--- src/ipl_pkg.sv ---
// Shared constants and types for the interrupt priority level bank block
package ipl_pkg;

   // ==========================================================
   // Geometry of the level registers
   localparam int unsigned NUM_BANKS       = 10;
   localparam int unsigned FIELDS_PER_BANK = 4;
   localparam int unsigned LEVEL_W         = 3;
   localparam int unsigned REG_W           = 16;
   localparam int unsigned NUM_FIELDS      = NUM_BANKS * FIELDS_PER_BANK;
   localparam int unsigned FIELD_IDX_W     = 6;
   localparam int unsigned APB_DATA_W      = 32;

   // ==========================================================
   // Field positions inside one level register
   localparam int unsigned LEVEL_FIELD_LOWER_LSB   = 0;
   localparam int unsigned LEVEL_FIELD_MIDLOW_LSB  = 4;
   localparam int unsigned LEVEL_FIELD_MIDHIGH_LSB = 8;
   localparam int unsigned LEVEL_FIELD_UPPER_LSB   = 12;

   // Writable bits; bits 15, 11, 7 and 3 stay zero
   localparam logic [REG_W-1:0] LEVEL_FIELD_MASK = 16'h7777;
   // Every field starts at the top level
   localparam logic [REG_W-1:0] LEVEL_RESET      = 16'h7777;
   localparam logic [LEVEL_W-1:0] LEVEL_TOP      = 3'h7;

   // ==========================================================
   // Register byte offsets on the APB
   localparam logic [7:0] SOURCE_LEVEL_BANK_A_OFS = 8'h00;
   localparam logic [7:0] SOURCE_LEVEL_BANK_B_OFS = 8'h04;
   localparam logic [7:0] SOURCE_LEVEL_BANK_C_OFS = 8'h08;
   localparam logic [7:0] SOURCE_LEVEL_BANK_E_OFS = 8'h0C;
   localparam logic [7:0] SOURCE_LEVEL_BANK_F_OFS = 8'h10;
   localparam logic [7:0] SOURCE_LEVEL_BANK_G_OFS = 8'h14;
   localparam logic [7:0] SOURCE_LEVEL_BANK_H_OFS = 8'h18;
   localparam logic [7:0] SOURCE_LEVEL_BANK_I_OFS = 8'h1C;
   localparam logic [7:0] SOURCE_LEVEL_BANK_K_OFS = 8'h20;
   localparam logic [7:0] SOURCE_LEVEL_BANK_L_OFS = 8'h24;

   // Offsets indexed by bank number, bank A first
   localparam logic [NUM_BANKS-1:0][7:0] BANK_OFS = {
      SOURCE_LEVEL_BANK_L_OFS, SOURCE_LEVEL_BANK_K_OFS,
      SOURCE_LEVEL_BANK_I_OFS, SOURCE_LEVEL_BANK_H_OFS,
      SOURCE_LEVEL_BANK_G_OFS, SOURCE_LEVEL_BANK_F_OFS,
      SOURCE_LEVEL_BANK_E_OFS, SOURCE_LEVEL_BANK_C_OFS,
      SOURCE_LEVEL_BANK_B_OFS, SOURCE_LEVEL_BANK_A_OFS};

   // ==========================================================
   // APB slave states
   typedef enum logic [1:0] {
      ST_IDLE   = 2'b01,
      ST_ACCESS = 2'b10
   } ipl_state_t;

   // Source s takes field s unless the integrator says otherwise
   function automatic logic [NUM_FIELDS*FIELD_IDX_W-1:0] ipl_identity_map();
      logic [NUM_FIELDS*FIELD_IDX_W-1:0] m;
      m = '0;
      for (int i = 0; i < NUM_FIELDS; i++) begin
         m[i*FIELD_IDX_W +: FIELD_IDX_W] = FIELD_IDX_W'(i);
      end
      return m;
   endfunction : ipl_identity_map

   localparam logic [NUM_FIELDS*FIELD_IDX_W-1:0] SRC_MAP_IDENTITY =
      ipl_identity_map();

endpackage : ipl_pkg

--- src/ipl_bank_if.sv ---
// Carrier between the register decoder and one level register bank
`timescale 1ns/1ps
`default_nettype none
interface ipl_bank_if;
   import ipl_pkg::*;

   logic             wrEn;
   logic [1:0]       wrStrb;
   logic [REG_W-1:0] wrData;
   logic [REG_W-1:0] rdData;

   modport ctrl (output wrEn, output wrStrb, output wrData, input rdData);
   modport bank (input wrEn, input wrStrb, input wrData, output rdData);
endinterface : ipl_bank_if
`default_nettype wire

--- src/ipl_level_bank.sv ---
// One 16-bit register of four 3-bit priority level fields
`timescale 1ns/1ps
`default_nettype none
module ipl_level_bank
   import ipl_pkg::*;
(
   input wire logic core_clk,
   input wire logic reset,
   ipl_bank_if.bank bus
);

   logic [REG_W-1:0] levelQ;
   logic [REG_W-1:0] levelD;
   logic [REG_W-1:0] laneMask;

   // ==========================================================
   // Byte lanes select which half is replaced
   assign laneMask = {{8{bus.wrStrb[1]}}, {8{bus.wrStrb[0]}}};
   assign levelD   = ((levelQ & ~laneMask) | (bus.wrData & laneMask))
                     & LEVEL_FIELD_MASK;                  // (RQ4)

   // Reset puts every field at the top level
   always_ff @(posedge core_clk or posedge reset) begin
      if (reset) begin
         levelQ <= LEVEL_RESET;                           // (RQ5)
      end else if (bus.wrEn) begin
         levelQ <= levelD;                                // (RQ2)
      end
   end

   // Reserved bits can never hold a one, so they read as zero
   assign bus.rdData = levelQ & LEVEL_FIELD_MASK;         // (RQ4)

endmodule : ipl_level_bank
`default_nettype wire

--- src/ipl_priority_levels.sv ---
// APB register bank holding programmable interrupt priority levels
//
// Functional notes
// (RQ1) Levels 0..7 for all maskable sources, none NMI
// (RQ2) Four 3-bit fields per 16-bit register
// (RQ3) Field is unsigned, 000 lowest, 111 highest
// (RQ4) Bits 15, 11, 7, 3 read zero
// (RQ5) Reset sets all field bits to one
// (RQ6) Parameter table maps fields to sources; continuous
`timescale 1ns/1ps
`default_nettype none
module ipl_priority_levels
   import ipl_pkg::*;
#(
   parameter int unsigned ADDR_W      = 8,
   parameter int unsigned NUM_SOURCES = ipl_pkg::NUM_FIELDS,
   parameter logic [ipl_pkg::NUM_FIELDS*ipl_pkg::FIELD_IDX_W-1:0]
                          SRC_MAP     = ipl_pkg::SRC_MAP_IDENTITY
)(
   input  wire logic                                  core_clk,
   input  wire logic                                  reset,
   input  wire logic                                  psel,
   input  wire logic                                  penable,
   input  wire logic                                  pwrite,
   input  wire logic [ADDR_W-1:0]                     paddr,
   input  wire logic [ipl_pkg::APB_DATA_W-1:0]        pwdata,
   input  wire logic [ipl_pkg::APB_DATA_W/8-1:0]      pstrb,
   output logic      [ipl_pkg::APB_DATA_W-1:0]        prdata,
   output logic                                       pready,
   output logic                                       pslverr,
   output logic      [NUM_SOURCES*ipl_pkg::LEVEL_W-1:0] srcLevel,
   output logic      [NUM_SOURCES-1:0]                srcAtTop
);

   // ==========================================================
   // Elaboration checks
   // The decoder compares 8-bit offsets, so the bus needs 8 bits at least
   if (ADDR_W < 8) begin : g_bad_addr
      $error("ADDR_W must be at least 8");
   end
   // A source can only take a level from a field that exists
   if (NUM_SOURCES < 1 || NUM_SOURCES > NUM_FIELDS) begin : g_bad_src
      $error("NUM_SOURCES out of range");
   end
   for (genvar s = 0; s < NUM_SOURCES; s++) begin : g_map_chk
      if (SRC_MAP[s*FIELD_IDX_W +: FIELD_IDX_W] >= NUM_FIELDS)
      begin : g_bad_entry
         $error("SRC_MAP entry points past the last field");
      end
   end

   // ==========================================================
   // Declarations
   ipl_state_t                     stateQ;
   ipl_state_t                     stateD;
   logic [APB_DATA_W-1:0]          prdataQ;
   logic [APB_DATA_W-1:0]          prdataD;
   logic                           preadyQ;
   logic                           pslverrQ;
   logic                           pslverrD;
   logic                           setupPhase;
   logic                           accessDone;
   logic                           addrAligned;
   logic [NUM_BANKS-1:0]           bankHit;
   logic                           anyHit;
   logic [NUM_BANKS-1:0][REG_W-1:0] bankRd;
   logic [REG_W-1:0]               readMux;
   logic [NUM_FIELDS*LEVEL_W-1:0]  allFields;
   logic [NUM_SOURCES*LEVEL_W-1:0] srcLevelD;
   logic [NUM_SOURCES*LEVEL_W-1:0] srcLevelQ;
   logic [NUM_SOURCES-1:0]         srcAtTopD;
   logic [NUM_SOURCES-1:0]         srcAtTopQ;

   ipl_bank_if bankBus [NUM_BANKS] ();

   // ==========================================================
   // APB phase decode
   assign setupPhase  = psel & ~penable;
   // The write lands at the edge where the master sees pready high
   assign accessDone  = psel & penable & preadyQ & (stateQ == ST_ACCESS);
   assign addrAligned = (paddr[1:0] == 2'b00);

   // ==========================================================
   // Address decode against the offset table
   for (genvar b = 0; b < NUM_BANKS; b++) begin : g_decode
      assign bankHit[b] = addrAligned
         & (paddr[ADDR_W-1:0] == ADDR_W'(BANK_OFS[b]));
   end
   assign anyHit = |bankHit;

   // ==========================================================
   // Register banks, one leaf per register
   for (genvar b = 0; b < NUM_BANKS; b++) begin : g_bank
      // Only mapped, completing writes reach the storage
      assign bankBus[b].wrEn   = accessDone & pwrite & bankHit[b];
      assign bankBus[b].wrStrb = pstrb[1:0];
      assign bankBus[b].wrData = pwdata[REG_W-1:0];
      assign bankRd[b]         = bankBus[b].rdData;

      ipl_level_bank u_bank (
         .core_clk (core_clk),
         .reset    (reset),
         .bus      (bankBus[b])
      );
   end

   // ==========================================================
   // Read selection; at most one bank hits, so an OR tree suffices
   always_comb begin
      readMux = '0;
      for (int b = 0; b < NUM_BANKS; b++) begin
         readMux = readMux | (bankRd[b] & {REG_W{bankHit[b]}});
      end
   end

   // Upper half of the word reads as zero
   assign prdataD  = {{(APB_DATA_W-REG_W){1'b0}}, readMux};
   // Unmapped or unaligned addresses answer with an error, no side effect
   assign pslverrD = ~anyHit;

   // ==========================================================
   // Slave state machine: one wait-free access phase per transfer
   always_comb begin
      stateD = stateQ;
      case (stateQ)
         ST_IDLE: begin
            if (setupPhase) begin
               stateD = ST_ACCESS;
            end
         end
         ST_ACCESS: begin
            if (accessDone || !psel) begin
               stateD = ST_IDLE;
            end
         end
         default: begin
            stateD = ST_IDLE;
         end
      endcase
   end

   always_ff @(posedge core_clk or posedge reset) begin
      if (reset) begin
         stateQ <= ST_IDLE;
      end else begin
         stateQ <= stateD;
      end
   end

   // ==========================================================
   // Answer registers; captured at the end of setup and held
   // through the access phase so prdata stays stable
   always_ff @(posedge core_clk or posedge reset) begin
      if (reset) begin
         preadyQ  <= 1'b0;
         pslverrQ <= 1'b0;
         prdataQ  <= '0;
      end else if (stateQ == ST_IDLE && setupPhase) begin
         preadyQ  <= 1'b1;
         pslverrQ <= pslverrD;
         prdataQ  <= pwrite ? '0 : prdataD;
      end else if (stateQ == ST_ACCESS) begin
         // Drop the answer after the handshake so it cannot repeat
         preadyQ  <= 1'b0;
         pslverrQ <= 1'b0;
         prdataQ  <= '0;
      end
   end

   assign prdata  = prdataQ;
   assign pready  = preadyQ;
   assign pslverr = pslverrQ;

   // ==========================================================
   // Flatten all fields, bank A lower field as index 0
   for (genvar b = 0; b < NUM_BANKS; b++) begin : g_flat
      assign allFields[(b*FIELDS_PER_BANK+0)*LEVEL_W +: LEVEL_W] =
         bankRd[b][LEVEL_FIELD_LOWER_LSB +: LEVEL_W];     // (RQ2)
      assign allFields[(b*FIELDS_PER_BANK+1)*LEVEL_W +: LEVEL_W] =
         bankRd[b][LEVEL_FIELD_MIDLOW_LSB +: LEVEL_W];    // (RQ2)
      assign allFields[(b*FIELDS_PER_BANK+2)*LEVEL_W +: LEVEL_W] =
         bankRd[b][LEVEL_FIELD_MIDHIGH_LSB +: LEVEL_W];   // (RQ2)
      assign allFields[(b*FIELDS_PER_BANK+3)*LEVEL_W +: LEVEL_W] =
         bankRd[b][LEVEL_FIELD_UPPER_LSB +: LEVEL_W];     // (RQ2)
   end

   // ==========================================================
   // Route each field to its source through the parameter table.
   // Only maskable sources appear here; NMI has no entry at all.
   for (genvar s = 0; s < NUM_SOURCES; s++) begin : g_route
      localparam int unsigned FIDX =
         int'(SRC_MAP[s*FIELD_IDX_W +: FIELD_IDX_W]);
      assign srcLevelD[s*LEVEL_W +: LEVEL_W] =
         allFields[FIDX*LEVEL_W +: LEVEL_W];              // (RQ6) (RQ1)
      // Plain unsigned compare: 111 is the highest level
      assign srcAtTopD[s] =
         (allFields[FIDX*LEVEL_W +: LEVEL_W] == LEVEL_TOP); // (RQ3)
   end

   // Levels follow the registers one cycle after each write
   always_ff @(posedge core_clk or posedge reset) begin
      if (reset) begin
         srcLevelQ <= {NUM_SOURCES{LEVEL_TOP}};           // (RQ5)
         srcAtTopQ <= '1;
      end else begin
         srcLevelQ <= srcLevelD;                          // (RQ6)
         srcAtTopQ <= srcAtTopD;
      end
   end

   assign srcLevel = srcLevelQ;
   assign srcAtTop = srcAtTopQ;

endmodule : ipl_priority_levels
`default_nettype wire

--- config.mk ---
export PLATFORM = sky130hd
export DESIGN_NAME = ipl_priority_levels
export DESIGN_NICKNAME = d
export VERILOG_FILES = /design/src/ipl_pkg.sv /design/src/ipl_bank_if.sv /design/src/ipl_level_bank.sv /design/src/ipl_priority_levels.sv
export SDC_FILE = /design/constraint.sdc
export NUM_CORES = 1
export LEC_CHECK = 0
export ABC_AREA = 1
export CORE_ASPECT_RATIO = 1.1
export CORE_UTILIZATION = 50
export DETAILED_ROUTE_END_ITERATION = 8
export DONT_BUFFER_PORTS = 1
export SYNTH_ARGS = -nofsm -noshare
export SYNTH_HDL_FRONTEND = slang
export SYNTH_SLANG_ARGS = --single-unit
--- constraint.sdc ---
create_clock -name core_clk -period 10.2 [get_ports core_clk]
set_input_delay 1.53 -clock core_clk [delete_from_list [all_inputs] [get_ports core_clk]]
set_output_delay 1.53 -clock core_clk [all_outputs]
set_load 0.05 [all_outputs]
After elaboration in Yosys (flattened, before gate mapping):

Cells that the tools add are included.
W data, S select, Z words.

* output and inout bits: 194
* memories kept: 0
* bits of input ports: 49
* bits in latches: 0
* memory bits (read-only): 0
* RAM bits: 0
* register bits: 316

* equality and inequality tests: 53
* magnitude comparators: 0
* multipliers: 0
* multiplexer cells: 9
* divide/modulo/power cells: 0
* shifts and indexed selects: 0
* reductions and logical operators: 8
* $add $sub $neg: 0
* bitwise logic cells: 68

Operators with widths (count)
* $and A15 B15 Y15: 11
* $and A15 B16 Y16: 10
* $or A15 B15 Y15: 10
* $or A16 B16 Y16: 9
* $eq A3 B3 Y1 const B: 40
* $mux W32: 2
* $eq A8 B5 Y1 const B: 4
* $and A1 B1 Y1: 25
* $eq A8 B4 Y1 const B: 2
* $eq A8 B6 Y1 const B: 2
* $mux W16: 1
* $not A15 Y15: 1
* $reduce_or A10 Y1: 1
* $eq A8 B3 Y1 const B: 1
* $logic_not A8 Y1: 1
* $mux W2: 2
* $pmux W2 S2: 1
* $mux W1: 3
* $eq A2 B1 Y1 const B: 1
* $eq A2 B2 Y1 const B: 1
* $logic_not A2 Y1: 1
* $ne A2 B1 Y1 const B: 1
* $ne A2 B2 Y1 const B: 1
* $not A1 Y1: 2
* 5 further kinds: 5

Depth between registers and ports, before layout:

* depth in word-level cells: 14
* gate-level depth with buffers: 11
* gate-level depth less buffers: 9

By module:

A second synthesis with hierarchy kept.

* cells, all modules: 1275
* area, all modules: 12430.7 um2

By module, submodules not included
* ipl_priority_levels: area an instance 7213.2 um2, seq. area each 4705.8 um2, instances 1, cells an instance 705
* ipl_level_bank: area an instance 521.8 um2, seq. area each 315.3 um2, instances 10, cells an instance 57

Worst setup path after synthesis:

OpenSTA, ideal clock, no wires.

* kind: input to register
* from: in penable
* to: reg with a tool-made name
* required time: 10.115 ns
* cell stages on the path: 7
* slack: 7.674 ns
* setup time: 0.085 ns
* data arrival time: 2.441 ns
* buffers on the path: 2
* cell sequence: nand3_1 > nor3_4 > clkbuf_8 > nand3_2 > buf_4 > nand2_1 > o21ai_2

RTL lines
* from (decl): line ipl_priority_levels.sv:23 `input wire logic penable,`

==> metrics.log <==
[metrics] result of the run: complete, no violations
[metrics] Util after Layout: 56.1%
[metrics] wire per inst: 19.4 um
[metrics] DRC marker count from the first detailed-route iteration: 435
[metrics] number of endpoints with negative hold slack in the final report: 0
[metrics] portion of the post-synthesis area used by sequential elements: 67.8%
[metrics] height of the die: 161 um
[metrics] CTS tree: yes
[metrics] wire length of the first global-routing pass: 40300 um
[metrics] Overflow after GRT: 0
[metrics] combined area of the multi-input logic cells: 3070 um2
[metrics] post-cts sizing count: 0
[metrics] antenna diode instance count: 0
[metrics] power density over cell area: 193 nW/um2
[metrics] maximum fanout count along the critical path: 49
[metrics] total wire length: 25500 um
[metrics] clock-pin slew on the worst setup and hold paths: 60 ps
[metrics] initial antenna violation count: 0
[metrics] unrepaired setup endpoints after global routing: no
[metrics] area growth from synthesis to layout: 9.06%
[metrics] Setup crit start: paddr[6]
[metrics] later-pin clock latency in the skew report: 540 ps
[metrics] max_cap viols: 0
[metrics] Setup crit end kind: flip-flop
[metrics] slew at the pin closest to its max-slew limit: 1190 ps
[metrics] Filler cells: 1898
[metrics] Starting Density: 51.5%
[metrics] peak per-stage delay on the critical path: 920 ps
[metrics] via total after detailed routing: 6823
[metrics] crit path launch type: primary input
[metrics] proportion of netlist area held by the largest area contributor: 64.5%
[metrics] Syn Inst Count: 1013
[metrics] fraction of the cycle the final worst path needs: 31.5%
[metrics] die outline area: 23500 um2
[metrics] overall routing resource usage: 22.2%
[metrics] maximum level of the CTS H-tree: 1
[metrics] Top Ports: 243
[metrics] Critical Path Most Common Cell: sky130_fd_sc_hd__nand2_1
[metrics] largest net degree at the start of global routing: 156
[metrics] Crit Path Category: primary input to flip-flop
[metrics] post-place instance area: 11400 um2
[metrics] Routed Antenna Nets: 0
[metrics] # rows: 57
[metrics] area of the core region: 22300 um2
[metrics] die boundary width: 146 um
[metrics] maximum VDD drop: 0.000144 V
[metrics] buffer cell driving the clock tree root: sky130_fd_sc_hd__clkbuf_16
[metrics] sink count of the clock tree: 296
[metrics] number of setup violations in the final report: 0
[metrics] clock skew: 12.9 ps
[metrics] clock tree buffer depth: 3
[metrics] # hold bufs at CTS: 0
[metrics] number of detailed-routing iterations run before antenna repair: 5
[metrics] cell breakdown of the critical path: inv_1 > nand2_1 > nor2_4 > inv_2 > nor3_4 > nand3_2 > nand2_1 > o21ai_2
[metrics] Warnings, synthesis: 0
[metrics] leading area contributor after synthesis: sky130_fd_sc_hd__dfstp_2
[metrics] cell with the biggest individual delay on the critical path: sky130_fd_sc_hd__nor2_4
[metrics] proportion of layout cells with a drive suffix above 1: 40.6%
[metrics] worst max-slew margin expressed relative to the limit: 20.3%
[metrics] DRC violations left: 0
[metrics] Mapped Avg Cell Area: 11.3 um2
[metrics] Tmin final: 3210 ps
[metrics] largest cells by area after synthesis: sky130_fd_sc_hd__dfstp_2 64%, sky130_fd_sc_hd__nand2_1 7.7%, sky130_fd_sc_hd__nand3_1 3.9%
[metrics] Mapped Area: 11400 um2
[metrics] number of buffers created by CTS: 29
[metrics] placed wire-length estimate: 17300 um
[metrics] Leakage Power: 0.00509 uW
[metrics] data required time of the critical path: 10650 ps
[metrics] GPL Wtd Cong: 0.833
[metrics] IO buf count: 0
[metrics] number of global-route vias before repair: 6857
[metrics] setup_tns: 0 ps
[metrics] reg2reg start: pready
[metrics] unique cell type count in the Yosys netlist: 27
[metrics] mean number of vias per cell: 5.17
[metrics] Post-CTS Repair Setup Buffers: 0
[metrics] area of all placed cells without fillers: 12500 um2
[metrics] highest achievable clock rate: 311 MHz
[metrics] Synth Register Bits: 296
[metrics] critical path arrival: 3660 ps
[metrics] post-layout net count: 1051
[metrics] worst hold path class: flip-flop to flip-flop
[metrics] number of pins exceeding their max-slew limit in the final report: 0
[metrics] register area: 7760 um2
==> worst paths after layout <==
check | endpoint | slack [ps] | cells after the start
hold reg to reg | srcLevel[47] | 360 | 0
max in group asynchronous | prdata[10] | 7950 | 2
hold / removal | srcLevel[47] | 360 | 0
setup / recovery | flip-flop | 6990 | 8
setup reg to reg | flip-flop | 7850 | 6
min in group asynchronous | prdata[6] | 1060 | 1
==> through the flow <==
stage / power, uW / cells / hold WS (ps) / setup slack [ps]
global placement: 1280 / 1266 / 363 / 6450
global route: 2480 / 1319 / 379 / 6710
detailed placement: 1280 / 1266 / 365 / 6410
floorplan: 1270 / 1032 / 361 / 959
CTS: 2430 / 1319 / 371 / 6990
finish: 2410 / 1319 / 365 / 6990
==> cell usage after synthesis <==
cell type	instances
sky130_fd_sc_hd__clkbuf_8	1
sky130_fd_sc_hd__nand3_1	90
sky130_fd_sc_hd__and3_1	32
sky130_fd_sc_hd__nand2_4	1
sky130_fd_sc_hd__nand3_4	1
sky130_fd_sc_hd__o21ai_2	34
sky130_fd_sc_hd__inv_1	48
sky130_fd_sc_hd__dfrtp_1	15
sky130_fd_sc_hd__nor3_1	9
sky130_fd_sc_hd__buf_2	18
sky130_fd_sc_hd__conb_1	1
sky130_fd_sc_hd__nand2_1	235
sky130_fd_sc_hd__o21ai_0	1
sky130_fd_sc_hd__nand2_2	5
sky130_fd_sc_hd__buf_6	13
sky130_fd_sc_hd__clkbuf_1	1
sky130_fd_sc_hd__inv_2	8
sky130_fd_sc_hd__buf_4	30
sky130_fd_sc_hd__nor3_4	3
sky130_fd_sc_hd__nor2_8	1
sky130_fd_sc_hd__o21ai_1	86
sky130_fd_sc_hd__nor2_1	67
sky130_fd_sc_hd__nor2_2	5
sky130_fd_sc_hd__nor2_4	6
sky130_fd_sc_hd__dfstp_2	281
sky130_fd_sc_hd__nand3_2	20
sky130_fd_sc_hd__o31ai_1	1
==> cell families after synthesis <==
group | after synthesis | synth area share, %
other | 1 | 0.0328
AO/OA/AOI/OAI | 122 | 6.47
AND/OR/NAND/NOR | 475 | 19.7
buffers and inverters | 119 | 6.02
flip-flops | 296 | 67.8
==> where the power goes <==
part | leakage [uW] | internal (uW) | switching (uW)
Sequential | 0.00310 | 1180 | 8.23
Clock | 0.000504 | 709 | 439
Combinational | 0.00149 | 5.19 | 63.9
==> placed cells by master (no fill, tap or decap), drive strengths merged <==
cell type,Yosys,layout
clkinv,0,5
inv,56,56
dfstp,281,281
clkinvlp,0,3
dfrtp,15,15
and3,32,32
nand2,241,241
clkbuf,2,39
o31ai,1,1
buf,61,2
bufinv,0,6
nor3,12,12
nor2,79,79
o21ai,121,121
nand3,111,111
conb,1,20
==> routing by layer <==
layer / share of wire [%] / track usage (%) / vias up
li1: - / - / 3223
met1: 41 / 28.3 / 3365
met2: 50 / 37.7 / 194
met3: 6.6 / 5.40 / 41
met4: 2.3 / 6.44 / 0
met5: 0 / 0 / -
==> worst max-delay path: cells and delay by family <==
family	cells	cell delay [ps]
AND/OR/NAND/NOR	5	1790
buffers and inverters	2	280
AO/OA/AOI/OAI	1	60
==> cell type report <==
type	count	area share (%)
timing repair buffer	2	0.220
clock buffer	39	6.51
clock inverter	14	1.82
inverter	56	1.74
sequential	296	62.1
tap	295	2.96
multi-input combinational	617	24.6
No activity file was read; power rests on OpenSTA's default activity.
